### src/ecm_consts.vh
`ifndef ECM_CONSTS_VH
`define ECM_CONSTS_VH
// register indices (byte address = index * 4)
`define ECM_IDX_MODE 8'h17
`define ECM_IDX_TRIS 8'h87
`define ECM_IDX_RESL 8'h15
`define ECM_IDX_RESH 8'h16
`define ECM_IDX_TMRL 8'h20
`define ECM_IDX_TMRH 8'h21
`define ECM_IDX_TCTL 8'h22
`define ECM_IDX_STAT 8'h23
`define ECM_IDX_MASK 8'h24
`define ECM_IDX_PIN 8'h25
// mode field encodings
`define ECM_MODE_OFF 4'h0
`define ECM_MODE_CAP_FALL 4'h4
`define ECM_MODE_CAP_RISE 4'h5
`define ECM_MODE_CAP_4 4'h6
`define ECM_MODE_CAP_16 4'h7
`define ECM_MODE_CMP_SWI 4'hA
`define ECM_MODE_CMP_SPEC 4'hB
// field positions and reset values
`define ECM_TRIS_PIN_BIT 2
`define ECM_TRIS_RST 8'hFF
`define ECM_MODE_RST 8'h00
`define ECM_MODE_WMASK 8'h3F
`define ECM_STAT_EVT_BIT 0
`define ECM_STAT_SPEC_BIT 1
`define ECM_STAT_WMASK 8'h03
`define ECM_PS_MAX4 4'h3
`define ECM_PS_MAX16 4'hF
`endif

### src/ecm_capture_unit.v
// The Avalon-MM slave port is this design's own decision.
`timescale 1ns/1ps
`include "ecm_consts.vh"
// Functional notes
// - result byte pair and control register readable/writable
// - capture and compare use first timer
// - mode field selects capture edge and prescale
// - bits five-four hold duty LSbs only
// - software compare match sets flag only
// - special trigger flag, timer reset, conversion start
// - tristate bit two drives pin, resets high
// - selected event copies timer into result
// - capture sets flag; only software clears
// - new capture overwrites unread result
// - pin data write may cause capture
// - mode change may raise spurious flag
// - prescaler cleared when off or not capturing
// - prescale-to-prescale change keeps counter
module ecm_capture_unit #(
  parameter TW = 16
) (
  input wire clk_sys,
  input wire arst_n,
  input wire [9:0] avs_address,
  input wire avs_read,
  input wire avs_write,
  input wire [31:0] avs_writedata,
  output reg [31:0] avs_readdata,
  output reg avs_waitrequest,
  input wire capture_pin_in,
  output reg capture_pin_out,
  output reg capture_pin_oe,
  input wire adc_enabled,
  output reg adc_start,
  output reg irq
);

  // ==========================================================
  // bus access
  // ==========================================================
  // one wait cycle: request taken on the first edge it is held
  reg ack_q;
  wire req = (avs_read | avs_write) & ~ack_q;
  wire wr = avs_write & req;
  wire [7:0] idx = avs_address[9:2];
  wire [7:0] wd = avs_writedata[7:0];
  wire wr_mode = wr & (idx == `ECM_IDX_MODE);
  wire wr_tris = wr & (idx == `ECM_IDX_TRIS);
  wire wr_resl = wr & (idx == `ECM_IDX_RESL);
  wire wr_resh = wr & (idx == `ECM_IDX_RESH);
  wire wr_tmrl = wr & (idx == `ECM_IDX_TMRL);
  wire wr_tmrh = wr & (idx == `ECM_IDX_TMRH);
  wire wr_tctl = wr & (idx == `ECM_IDX_TCTL);
  wire wr_stat = wr & (idx == `ECM_IDX_STAT);
  wire wr_mask = wr & (idx == `ECM_IDX_MASK);
  wire wr_pin = wr & (idx == `ECM_IDX_PIN);

  reg [7:0] mode_q;
  reg [7:0] tris_q;
  reg [TW-1:0] res_q;
  reg [TW-1:0] tmr_q;
  reg tmr_on_q;
  reg [7:0] stat_q;
  reg [7:0] mask_q;
  reg pin_data_q;
  reg [3:0] ps_q;
  reg sync1_q;
  reg sync2_q;
  reg pin_prev_q;

  wire [3:0] mfield = mode_q[3:0];
  wire cap_mode = (mfield[3:2] == 2'b01);
  wire spec_mode = (mfield == `ECM_MODE_CMP_SPEC);
  wire cmp_mode = (mfield == `ECM_MODE_CMP_SWI) | spec_mode;

  // ==========================================================
  // pin path
  // ==========================================================
  // while driven, the pad reflects the data bit so a software write can capture
  wire pin_drv = ~tris_q[`ECM_TRIS_PIN_BIT];
  wire pin_level = sync2_q;

  always @(posedge clk_sys or negedge arst_n) begin
    if (!arst_n) begin
      sync1_q <= 1'b0;
      sync2_q <= 1'b0;
      pin_prev_q <= 1'b0;
    end else begin
      sync1_q <= capture_pin_in;
      sync2_q <= sync1_q;
      pin_prev_q <= pin_level;
    end
  end

  wire rise = pin_level & ~pin_prev_q;
  wire fall = ~pin_level & pin_prev_q;

  // ==========================================================
  // capture event and prescaler
  // ==========================================================
  reg evt;
  always @* begin
    case (mfield)
      `ECM_MODE_CAP_FALL: evt = fall;
      `ECM_MODE_CAP_RISE: evt = rise;
      `ECM_MODE_CAP_4: evt = rise & ({2'h0, ps_q[1:0]} == `ECM_PS_MAX4);
      `ECM_MODE_CAP_16: evt = rise & (ps_q == `ECM_PS_MAX16);
      default: evt = 1'b0;
    endcase
  end

  // counter kept across prescale switches, so a switch may capture early
  always @(posedge clk_sys or negedge arst_n) begin
    if (!arst_n) begin
      ps_q <= 4'h0;
    end else if (!cap_mode) begin
      ps_q <= 4'h0;
    end else if (rise) begin
      ps_q <= ps_q + 4'h1;
    end
  end

  // ==========================================================
  // first timer and compare
  // ==========================================================
  wire match = cmp_mode & (tmr_q == res_q);
  reg match_prev_q;
  wire match_evt = match & ~match_prev_q;
  wire spec_evt = match_evt & spec_mode;

  always @(posedge clk_sys or negedge arst_n) begin
    if (!arst_n) begin
      tmr_q <= {TW{1'b0}};
      tmr_on_q <= 1'b0;
      match_prev_q <= 1'b0;
    end else begin
      match_prev_q <= match;
      if (wr_tctl) begin
        tmr_on_q <= wd[0];
      end
      if (spec_evt) begin
        tmr_q <= {TW{1'b0}};
      end else if (wr_tmrl) begin
        tmr_q[7:0] <= wd;
      end else if (wr_tmrh) begin
        tmr_q[TW-1:8] <= wd[TW-9:0];
      end else if (tmr_on_q) begin
        tmr_q <= tmr_q + {{(TW-1){1'b0}}, 1'b1};
      end
    end
  end

  // ==========================================================
  // registers
  // ==========================================================
  wire cap_evt = cap_mode & evt;
  always @(posedge clk_sys or negedge arst_n) begin
    if (!arst_n) begin
      mode_q <= `ECM_MODE_RST;
      tris_q <= `ECM_TRIS_RST;
      res_q <= {TW{1'b0}};
      mask_q <= 8'h00;
      pin_data_q <= 1'b0;
    end else begin
      if (wr_mode) begin
        mode_q <= wd & `ECM_MODE_WMASK;
      end
      if (wr_tris) begin
        tris_q <= wd;
      end
      if (wr_mask) begin
        mask_q <= wd & `ECM_STAT_WMASK;
      end
      if (wr_pin) begin
        pin_data_q <= wd[0];
      end
      // capture beats a same-cycle software write and overwrites unread data
      if (cap_evt) begin
        res_q <= tmr_q;
      end else begin
        if (wr_resl) begin
          res_q[7:0] <= wd;
        end
        if (wr_resh) begin
          res_q[TW-1:8] <= wd[TW-9:0];
        end
      end
    end
  end

  // ==========================================================
  // flags and interrupt
  // ==========================================================
  // set wins over write-one-to-clear; hardware never clears
  wire [7:0] stat_set = {6'h00, spec_evt, cap_evt | match_evt};
  always @(posedge clk_sys or negedge arst_n) begin
    if (!arst_n) begin
      stat_q <= 8'h00;
    end else begin
      stat_q <= (stat_q & ~(wr_stat ? wd : 8'h00)) | stat_set;
    end
  end

  always @(posedge clk_sys or negedge arst_n) begin
    if (!arst_n) begin
      irq <= 1'b0;
      adc_start <= 1'b0;
      capture_pin_out <= 1'b0;
      capture_pin_oe <= 1'b0;
    end else begin
      irq <= |(stat_q & mask_q);
      adc_start <= spec_evt & adc_enabled;
      capture_pin_out <= pin_data_q;
      capture_pin_oe <= pin_drv;
    end
  end

  // ==========================================================
  // read path
  // ==========================================================
  // bits 5:4 are stored but steer nothing here: duty LSbs for pwm only
  reg [7:0] rd;
  always @* begin
    case (idx)
      `ECM_IDX_MODE: rd = mode_q;
      `ECM_IDX_TRIS: rd = tris_q;
      `ECM_IDX_RESL: rd = res_q[7:0];
      `ECM_IDX_RESH: rd = res_q[TW-1:8];
      `ECM_IDX_TMRL: rd = tmr_q[7:0];
      `ECM_IDX_TMRH: rd = tmr_q[TW-1:8];
      `ECM_IDX_TCTL: rd = {7'h00, tmr_on_q};
      `ECM_IDX_STAT: rd = stat_q;
      `ECM_IDX_MASK: rd = mask_q;
      `ECM_IDX_PIN: rd = {6'h00, pin_level, pin_data_q};
      default: rd = 8'h00;
    endcase
  end

  always @(posedge clk_sys or negedge arst_n) begin
    if (!arst_n) begin
      ack_q <= 1'b0;
      avs_waitrequest <= 1'b1;
      avs_readdata <= 32'h00000000;
    end else begin
      ack_q <= req;
      avs_waitrequest <= ~req;
      avs_readdata <= (avs_read & req) ? {24'h000000, rd} : 32'h00000000;
    end
  end

endmodule // ecm_capture_unit

### config.mk
export PLATFORM = sky130hd
export DESIGN_NAME = ecm_capture_unit
export DESIGN_NICKNAME = d
export VERILOG_FILES = /design/src/ecm_capture_unit.v
export VERILOG_INCLUDE_DIRS = /design/src
export SDC_FILE = /design/constraint.sdc
export NUM_CORES = 1
export LEC_CHECK = 0
export BUFFER_PORTS_ARGS = -buffer_cell sky130_fd_sc_hd__buf_2
export CORE_MARGIN = 1
export CORE_UTILIZATION = 51
export CTS_CLUSTER_DIAMETER = 60
export DETAILED_ROUTE_END_ITERATION = 7
export PLACE_DENSITY_LB_ADDON = 0.08
export SETUP_SLACK_MARGIN = 0.15
export SLEW_MARGIN = 20
export SYNTH_ARGS = -nofsm -noshare
export SYNTH_HDL_FRONTEND = slang
export SYNTH_SLANG_ARGS = --single-unit
### constraint.sdc
create_clock -name clk_sys -period 5.62 [get_ports clk_sys]
set_input_delay 1.124 -clock clk_sys [delete_from_list [all_inputs] [get_ports clk_sys]]
set_output_delay 1.124 -clock clk_sys [all_outputs]
set_load 0.02 [all_outputs]
== Word level (Yosys, flattened, before mapping) ==
Cells that the tools add are included.
Storage, ports and cells
  register bits: 80
  memories: 0
  memory bits (read-only): 0
  word-level logic and storage cells: 104
  input bits: 48
  memory bits (writable): 0
  latch bits: 0
  output and inout port bits: 37
Cells by class
  bitwise operators: 35
  add/sub/neg operators: 2
  order comparisons: 0
  reductions and logical operators: 7
  multiplexer cells: 15
  equal/unequal tests: 23
  multiply operators: 0
  shifts and indexed selects: 0
  div/mod/pow operators: 0
Operator list (count)
  $pmux 8 s10: 1
  $mux 8: 8
  $eq 8x6->1 const B: 6
  $mux 16: 3
  $eq 8x5->1 const B: 3
  $and 1x1->1: 22
  $add 16x1->16 const B: 1
  $eq 16x16->1: 1
  $eq 4x3->1 const B: 4
  $eq 4x4->1 const B: 3
  $and 8x2->8: 1
  $and 8x8->8: 1
  $eq 8x8->1 const B: 1
  $mux 4: 2
  $not 8->8: 1
  $or 8x2->8: 1
  $reduce_or 8->1: 1
  $not 1->1: 6
  $reduce_bool 3->1: 2
  $add 4x1->4 const B: 1
  $ne 2x1->1 const B: 2
  $pmux 1 s4: 1
  $reduce_and 2->1: 2
  $reduce_bool 2->1: 2
  4 further kinds: 6

== Logic depth before layout (Yosys ltp) ==
Gate-level depths: netlist (run 1).
  word-level depth: 8
  depth in mapped cells: 8
  mapped depth without buffers: 6

== Least setup slack after synthesis (run 1) ==
No wires, ideal clock.
  path type: input-to-reg
  from: in avs_address[4]
  to: reg mode_q[1]
  data required time: 5495 ps
  library setup time: 125 ps
  stages: 7
  data arrival time: 2694 ps
  path buffers: 3
  path slack: 2801 ps
  path through: buf_2 > nor4b_1 > and2_1 > clkbuf_1 > and3_1 > buf_2 > mux2_2
On the way
  cells in the longest elaborated chain, start to end: 2
Ends and longest elaborated chain
  start, declared: RTL line ecm_capture_unit.v:24  | input wire [9:0] avs_address,
  $eq 8x5->1
  $and 1x1->1: RTL line ecm_capture_unit.v:47  | wire wr_mode = wr & (idx == `ECM_IDX_MODE);
  end signal, assigned: RTL line ecm_capture_unit.v:159  | mode_q <= `ECM_MODE_RST;
  end signal, assigned: RTL line ecm_capture_unit.v:166  | mode_q <= wd & `ECM_MODE_WMASK;
  end, declared: RTL line ecm_capture_unit.v:58  | reg [7:0] mode_q;
Every way passes these cells.
A chain may end at the register's enable or synchronous reset.

== Final worst setup path (run 1) ==
  from: in avs_address[2]
  to: reg tris_q[1]
On the way
  cells in the longest elaborated chain, start to end: 2
Ends and longest elaborated chain
  $eq 8x8->1
  $and 1x1->1: RTL line ecm_capture_unit.v:48  | wire wr_tris = wr & (idx == `ECM_IDX_TRIS);
  end signal, assigned: RTL line ecm_capture_unit.v:160  | tris_q <= `ECM_TRIS_RST;
  end signal, assigned: RTL line ecm_capture_unit.v:169  | tris_q <= wd;
  end, declared: RTL line ecm_capture_unit.v:59  | reg [7:0] tris_q;
Every way passes these cells.

==> results of run 1 <==
==> cell families (layout without fill, tap and decap cells) <==
logic type      count (synthesis)  count (layout)  synth area share
compound gates                 87              87             0.131
mux                            49              49             0.119
fa+ha+maj                       2               2           0.00551
simple gates                  143             143             0.168
buf+inv                        60              55            0.0821
other cells                     1              24          0.000826
flops                          80              80             0.443
xor+xnor                       26              26            0.0502
==> where the power goes <==
part	switching, mW	internal (mW)
registers	0.0588	0.620
logic	0.0974	0.0745
clock network	0.212	0.217
==> final cells by class <==
cell class | instances | area [sq um]
fillers | 813 | 3880
clock buffers | 11 | 141
flip-flops and latches | 80 | 2010
well taps | 108 | 135
inverters | 4 | 15.0
repair buffers | 35 | 184
multi-input cells | 331 | 2250
clock inverters | 5 | 57.6
==> Yosys cell counts, types with 8 or more instances <==
cell,count
dfstp_2,9
a211oi_1,8
nand3_1,12
dfrtp_1,71
mux2_2,19
xnor2_1,9
clkbuf_1,19
nor3_1,9
a21oi_1,26
buf_4,24
xor2_1,17
mux2i_1,28
nand2_1,28
nor2_1,43
o21ai_0,10
==> sequential cells by signal, summed over array words and instances (netlist names) <==
name and cells:
tmr_q 16, tris_q 8, avs_waitrequest 1, pin_level 1, match_prev_q 1, ack_q 1, mask_q 2, res_q 16
tmr_on_q 1, stat_q 8, ps_q 4, capture_pin_out 1, avs_readdata 8, mode_q 6, capture_pin_oe 1, pin_data_q 1
adc_start 1, sync1_q 1, irq 1, pin_prev_q 1
==> worst max-delay path, delay by kind of cell <==
kind	cells	cell delay [ps]
buffers and inverters	1	380
muxes	1	400
and+or+nand+nor	3	1520
==> how the worst min path moves through the flow <==
stage,cells after the start,start,to,slack [ps]
5_1_grt,0,sync1_q,pin_level,360
3_5_place_dp,0,sync1_q,pin_level,340
3_3_place_gp,0,sync1_q,pin_level,340
2_1_floorplan,0,sync1_q,pin_level,330
4_1_cts,0,sync1_q,pin_level,360
6_report,0,sync1_q,pin_level,360
==> layer usage <==
| metal | wire [um] | up-vias | track usage |
|---|---|---|---|
| met4 | 190 | 0 | 0.0968 |
| li1 | - | 1583 | - |
| met3 | 702 | 22 | 0.0561 |
| met2 | 4950 | 134 | 0.376 |
| met1 | 5210 | 1695 | 0.377 |
| met5 | 0 | - | 0 |
==> impl_metrics.ini, run 1 <==
[route]
wl_um = 11100
viasPerCell = 5.98
vias = 3434
first_pass_iters = 7
wl_per_cell_um = 19.3
drtIter0Drc = 248
route.detailed.drc = 1
ant_nets = 0

[power_and_ir_drop]
ir_worst_vdd_mv = 0.146
leakage_nw = 2.16
totalPowerFinal_mw = 1.28
p_per_area_mw_per_mm2 = 267

[setup_path]
start_kind = input pin
startpoint = avs_address[2]
crit_fanout = 17
cp_common_cell = and2_1
worst_ep_required_time_ps = 5900
cpPeakStageDelay_ps = 530
critPathSlowestCell = and4b_1
crit_end = tris_q[1]
endpoint_kind = flip-flop
timing.rr.start = mode_q[2]
reg2reg_to = tmr_q[13]
reg2regPathDepth = 5
crit_arrival_ps = 3430
crit_chain = buf_2 > and2_1 > and4b_1 > and2_1 > mux2_2
r2r_slack_ps = 3010
critPathKind = in -> reg

[timing]
setup_violations = 0
layout_min_cycle_time_ps = 3150
slew_violations = 0
fin_ws_ps = 2470
tns_ps = 0
fmax_ghz = 0.317
worst_pin_slew_ps = 1050
hold_viol = 0
period_share = 0.561
holdWs_ps = 356
fin_skew_ps = 12.0
rsz0062_at_grt = false
relSlewSlack = 0.295

[clocking]
worstSkewPairLatency_ps = 350
cts.clk_slew.worst_paths_ps = 90
cts_buffer_depth = 2
cts_htree_levels = 3
hold_buffers = 0
cts_tree = done
post_cts_buffers = 0
numClockSinks = 80
cts_resized = 0
cts_root_buf = clkbuf_8
cts_buffers = 9

[placement]
hpwlAfterDp_um = 7610
dp_cells = 558
port_buffers = 34
gp_congestion = 0.840
preCtsSetupSlack_ps = 1840
post_dp_cell_area_sq_mm = 0.00459

[yosys]
yosys_warnings = 0
netlist_instances = 448
netlist_area_sq_mm = 0.00454
synthDistinctLibCells = 61
avgSynthCellArea_sq_um = 10.1
synth_area_leaders = dfrtp_1 (39%), mux2i_1 (6.2%), dfstp_2 (5.2%), mux2_2 (4.7%), buf_4 (4.0%)
yosysSeqAreaShare = 0.443
synth-edff-count = 0
ys.flop_type = dfrtp_1
synthArstFlopShare = 1.00
synth_top_area_share = 0.391
synth-seq-cells = 80
yosys.area.top_type = dfrtp_1

[floorplanning]
rows = 34
coreArea_sq_mm = 0.00868
die_y_um = 96.3
dieWidth_um = 96.3
initial_core_util = 0.523
ios = 85
die_area_sq_mm = 0.00928

[grt]
grt_first_pass_wirelength_um = 17700
grt_usage = 0.259
first_global_vias = 3257
grt_overflow = 0
antenna_found_initial = 0
grt_start_max_net_pins = 81

[cells_and_area]
layout_commonest_cell = dfrtp_1
utilization = 0.553
final_area_sq_mm = 0.00480
final_layout_size_suffix_gt1_frac = 0.200
antennaDiodeCount = 0
nets = 511
layout_common_cells = dfrtp_1 (71), nor2_1 (43), buf_2 (33)
area_growth_pct = 5.65
fin_cells = 574

[status]
violations = DRC
status = complete, but fails checks

[worst_hold_path]
hp-class = reg -> reg

[run]
drv_cap = 0
Note: power is estimated with default switching activity, not from simulation.
==> run 2: changes to the inputs <==
--- a/config.mk
+++ b/config.mk
@@ -6,6 +6,7 @@
 export SDC_FILE = /design/constraint.sdc
 export NUM_CORES = 1
 export LEC_CHECK = 0
+export ABC_AREA = 1
 export BUFFER_PORTS_ARGS = -buffer_cell sky130_fd_sc_hd__buf_2
 export CORE_MARGIN = 1
 export CORE_UTILIZATION = 51
==> constraint.sdc (replaced) <==
create_clock -name clk_sys -period 2.95 [get_ports clk_sys]
set_input_delay 0.59 -clock clk_sys [delete_from_list [all_inputs] [get_ports clk_sys]]
set_output_delay 0.59 -clock clk_sys [all_outputs]
set_load 0.02 [all_outputs]
==> run 2 against run 1 <==
The run now ends clean. Setup slack got worse by 1600 ps. Clock power rose by 120%. Total power increased to 2.5 times the previous value. Core utilization is 2.6 points higher. Sequential power grew 110%. Final cell count increased by 55%. Highest routed layer unchanged.
==> impl_metrics.ini, run 2 <==
[status]
status = complete, no violations

[route]
route.detailed.drc = 0
viasPerCell = 5.28
first_pass_iters = 5
wl_um = 14100
wl_per_cell_um = 15.8
vias = 4698
drtIter0Drc = 361
ant_nets = 0

[floorplanning]
dieWidth_um = 101
coreArea_sq_mm = 0.00933
die_y_um = 101
ios = 85
die_area_sq_mm = 0.0102
initial_core_util = 0.534
rows = 35

[power_and_ir_drop]
leakage_nw = 2.82
ir_worst_vdd_mv = 0.349
p_per_area_mw_per_mm2 = 600
totalPowerFinal_mw = 3.24

[setup_path]
crit_fanout = 11
start_kind = input pin
crit_arrival_ps = 2370
worst_ep_required_time_ps = 3220
critPathKind = in -> reg
endpoint_kind = flip-flop

[placement]
dp_cells = 873
gp_congestion = 0.926
preCtsSetupSlack_ps = 509
post_dp_cell_area_sq_mm = 0.00517
hpwlAfterDp_um = 10800
port_buffers = 34

[clocking]
cts_buffers = 9
worstSkewPairLatency_ps = 360
post_cts_buffers = 0
cts_root_buf = clkbuf_8
cts_tree = done
cts_buffer_depth = 2
numClockSinks = 80
cts_htree_levels = 3
cts.clk_slew.worst_paths_ps = 100
cts_resized = 0
hold_buffers = 0

[timing]
period_share = 0.711
fin_ws_ps = 851
fin_skew_ps = 15.1
worst_pin_slew_ps = 729
holdWs_ps = 251
setup_violations = 0
relSlewSlack = 0.514
slew_violations = 0
layout_min_cycle_time_ps = 2100
hold_viol = 0
rsz0062_at_grt = false
tns_ps = 0
fmax_ghz = 0.476

[yosys]
synth_common_cells = nand2_1 (189), nor2_1 (108), inv_1 (94)
synth-edff-count = 0
yosysSeqAreaShare = 0.404
synth-seq-cells = 80
netlist_instances = 721
synth_area_leaders = dfrtp_1 (36%), nand2_1 (14%), nor2_1 (8.1%), inv_1 (7.1%), nand3_1 (6.9%)
synth_top_area_share = 0.357
yosys_warnings = 0
netlist_area_sq_mm = 0.00498
avgSynthCellArea_sq_um = 6.91
synthArstFlopShare = 1.00
ys.flop_type = dfrtp_1
synthDistinctLibCells = 36
yosysMostFrequentCell = nand2_1
yosys.area.top_type = dfrtp_1

[cells_and_area]
nets = 805
utilization = 0.579
layout_commonest_cell = nand2_1
regArea_sq_mm = 0.00201
final_layout_size_suffix_gt1_frac = 0.121
multi_input_area_sq_mm = 0.00241
antennaDiodeCount = 0
fin_cells = 889
fillCellCount = 966
layout_common_cells = nand2_1 (189), nor2_1 (108), inv_1 (94)
final_area_sq_mm = 0.00540
area_growth_pct = 8.49
reg_top3 = res_q (16), tmr_q (16)

[run]
drv_cap = 0

[grt]
grt_start_max_net_pins = 81
antenna_found_initial = 0
first_global_vias = 4269
grt_overflow = 0
grt_usage = 0.299
grt_first_pass_wirelength_um = 22600

[worst_hold_path]
hp-class = in -> async
## run 2: cell count changes in the layout (fill, tap and decap cells not counted), moves of 12 or more
| cell | before | now |
|---|---|---|
| a21oi_1 | 26 | 12 |
| inv_1 | 4 | 94 |
| mux2_2 | 19 | 0 |
| mux2i_1 | 28 | 0 |
| nand2_1 | 28 | 189 |
| nand3_1 | 12 | 69 |
| nor2_1 | 43 | 108 |
| o211ai_1 | 0 | 18 |
| o21ai_0 | 10 | 44 |
| xor2_1 | 17 | 5 |
## run 2: worst paths after layout
check	start	to	slack (ps)	cells past startpoint
setup reg to reg	tmr_q[10]	tmr_q[5]	1050	10
hold / removal	arst_n	pin_data_q	250	1
min in group clk_sys	capture_pin_in	sync1_q	330	1
hold reg to reg	sync1_q	pin_level	360	0
max in group asynchronous	arst_n	tmr_q[12]	2190	1
setup / recovery	avs_address[8]	tmr_q[5]	850	12
## run 2: worst max-delay path: stages
cell and delay [ps]:
buf_2 110, inv_1 70, nand2_1 60, nor2_2 390
nand2_2 180, nor2_4 270, nand2_4 160, nand2_4 160
inv_2 90, nor2_1 110, nor2_1 40, nor2_1 120
## run 2: logic make-up (layout without fill, tap and decap cells)
kind of cell    count (synthesis)  after routing  synth area share
simple gates                  406            406             0.352
fa+ha+maj                       2              2           0.00503
xor+xnor                        7              7            0.0123
other cells                     1             24          0.000753
flops                          80             80             0.404
compound gates                 84             84            0.0968
buf+inv                       141            157             0.129
## run 2: report_power, final
group	switching (mW)	internal, mW
Sequential	0.214	1.24
Clock	0.445	0.489
Combinational	0.568	0.286
## run 2: cell type report
class                   count  area share
multi-input cells         523       0.446
inverters                 104      0.0725
repair buffers             37      0.0368
clock buffers               9      0.0229
clock inverters             7      0.0190
flip-flops and latches     80       0.373
well taps                 129      0.0299
## run 2: layer usage
metal | track usage | vias up | wire (um)
met4 | 0.104 | 0 | 365
met5 | 0 | - | 0
met2 | 0.453 | 193 | 6040
li1 | - | 2301 | -
met1 | 0.445 | 2177 | 6710
met3 | 0.0326 | 27 | 961
==> run 3: changes to the inputs <==
==> constraint.sdc (replaced) <==
create_clock -name clk_sys -period 1.7 [get_ports clk_sys]
set_input_delay 0.34 -clock clk_sys [delete_from_list [all_inputs] [get_ports clk_sys]]
set_output_delay 0.34 -clock clk_sys [all_outputs]
set_load 0.02 [all_outputs]
==> run 3 against run 2 <==
Global-route usage grew 3.2 points. Wire length grew 19%. Register-to-register slack lost 1000 ps. Setup slack lost 850 ps. Final cell count grew 12%. Total power grew 110%. Critical path depth shrank 5. Largest cell class unchanged.
==> impl_metrics.ini, run 3 (synthesis gave the netlist of run 2 again) <==
[floorplanning]
initial_core_util = 0.534
ios = 85
dieWidth_um = 101
coreArea_sq_mm = 0.00933
rows = 35
die_area_sq_mm = 0.0102
die_y_um = 101

[grt]
grt_first_pass_wirelength_um = 24700
grt_start_max_net_pins = 50
first_global_vias = 4692
grt_overflow = 0
antenna_found_initial = 0
grt_usage = 0.331

[setup_path]
crit_family = simple AND/OR/NAND/NOR gates
start_kind = flip-flop
reg2reg_to = tmr_q[11]
cpPeakStageDelay_ps = 440
worst_ep_required_time_ps = 1950
timing.rr.start = res_q[9]
critPathBufInv = 2
reg2regPathDepth = 7
crit_arrival_ps = 1940
r2r_slack_ps = 5
endpoint_kind = flip-flop
critPathSlowestCell = dfrtp_1
crit_chain = buf_4 > nand2_1 > nand4_1 > nor2_2 > nand4_4 > clkinv_4 > nor2_1
critPathKind = reg -> reg
crit_fanout = 13

[cells_and_area]
fillCellCount = 812
regArea_sq_mm = 0.00202
final_layout_size_suffix_gt1_frac = 0.286
antennaDiodeCount = 0
nets = 912
layout_common_cells = nand2_1 (171), nor2_1 (98), buf_4 (85)
multi_input_area_sq_mm = 0.00256
layout_commonest_cell = nand2_1
reg_top3 = res_q (16), tmr_q (16)
area_growth_pct = 30.6

[power_and_ir_drop]
totalPowerFinal_mw = 6.69
ir_worst_vdd_mv = 0.624
p_per_area_mw_per_mm2 = 1030
leakage_nw = 3.37

[timing]
layout_min_cycle_time_ps = 1700
setup_violations = 0
fin_skew_ps = 6.37
rsz0062_at_grt = true
period_share = 0.997
fmax_ghz = 0.590
holdWs_ps = 89.0
tns_ps = 0
slew_violations = 0
hold_viol = 0

[status]
status = complete, no violations

[run]
drv_cap = 0

[placement]
port_buffers = 34
gp_congestion = 0.995
hpwlAfterDp_um = 12000

[clocking]
numClockSinks = 80
cts_root_buf = clkbuf_8
cts_tree = done
cts_htree_levels = 3
cts_buffers = 9
cts_buffer_depth = 2
worstSkewPairLatency_ps = 360
cts.clk_slew.worst_paths_ps = 90

[route]
viasPerCell = 5.32
route.detailed.drc = 0
ant_nets = 0
first_pass_iters = 5
wl_um = 16800
drtIter0Drc = 494
vias = 5298
wl_per_cell_um = 16.9

[worst_hold_path]
min_path_cells = 1
hold-path-endpoint = sync1_q
holdCritStartpoint = capture_pin_in
hp-class = in -> reg
==> run 3: changes by cell type in the layout (fill, tap and decap cells not counted), moves of 4 or more <==
cell	before	now
dfrtp_2	0	5
nand3_1	69	65
nand2_1	189	171
inv_1	94	84
inv_2	9	18
nand3_2	1	5
nor2_2	6	14
nand2_2	4	17
dfrtp_1	71	66
nand2_4	3	8
nor2_1	108	98
buf_6	1	17
buf_4	3	85
buf_12	0	4
==> run 3: worst register-to-register path, stage by stage (launching register included) <==
cell      delay [ps]
dfrtp_1          440
buf_4            160
nand2_1          110
nand4_1          170
nor2_2           190
nand4_4          230
clkinv_4         210
nor2_1            80
==> run 3: worst max-delay path by stage <==
stage,slack [ps],cells after the start,startpoint,to
after floorplan,260,8,avs_address[7],res_q[7]
after global placement,-80,10,res_q[14],tmr_q[10]
after detailed placement,-90,13,avs_address[6],tmr_q[2]
after CTS,70,11,tmr_q[14],tmr_q[14]
after global routing,-20,10,res_q[5],tmr_q[14]
final,5,7,res_q[9],tmr_q[11]
==> run 3: what timing repair did <==
action,CTS,global route
resized for setup,13,67
hold buffers,1,0
endpoints found under the setup margin,17,50
cloned,0,6
endpoints found under the hold margin,21,0
setup buffers,7,18
pin swaps,3,25
==> run 3: cell type report <==
class | count | share of cell area
Multi-Input combinational cell | 523 | 0.394
Sequential cell | 80 | 0.311
Timing Repair Buffer | 144 | 0.179
Inverter | 104 | 0.0616
Tap cell | 129 | 0.0248
Clock buffer | 10 | 0.0196
Clock inverter | 6 | 0.0108
==> run 3: per-stage QoR <==
stage / util / worst slack (ps) / cells / cell area, sq um
floorplan: - / 263 / 744 / 5060
global placement: 0.620 / -79.1 / 948 / 5780
detailed placement: 0.620 / -91.9 / 948 / 5780
CTS: 0.654 / 66.0 / 972 / 6100
global route: 0.697 / -19.8 / 996 / 6500
finish: 0.697 / 4.85 / 996 / 6500
==> run 3: metal layers <==
| metal | vias to the layer above | track usage | part of all wire |
|---|---|---|---|
| met5 | - | 0 | 0 |
| met2 | 297 | 0.491 | 0.43 |
| met4 | 0 | 0.146 | 0.038 |
| li1 | 2526 | - | - |
| met1 | 2425 | 0.484 | 0.44 |
| met3 | 50 | 0.0451 | 0.097 |
==> run 3: report_power, final <==
part / internal (mW) / switching (mW)
Combinational: 1.31 / 1.48
Clock: 0.687 / 0.762
Sequential: 2.16 / 0.288
Total: 4.16 / 2.53
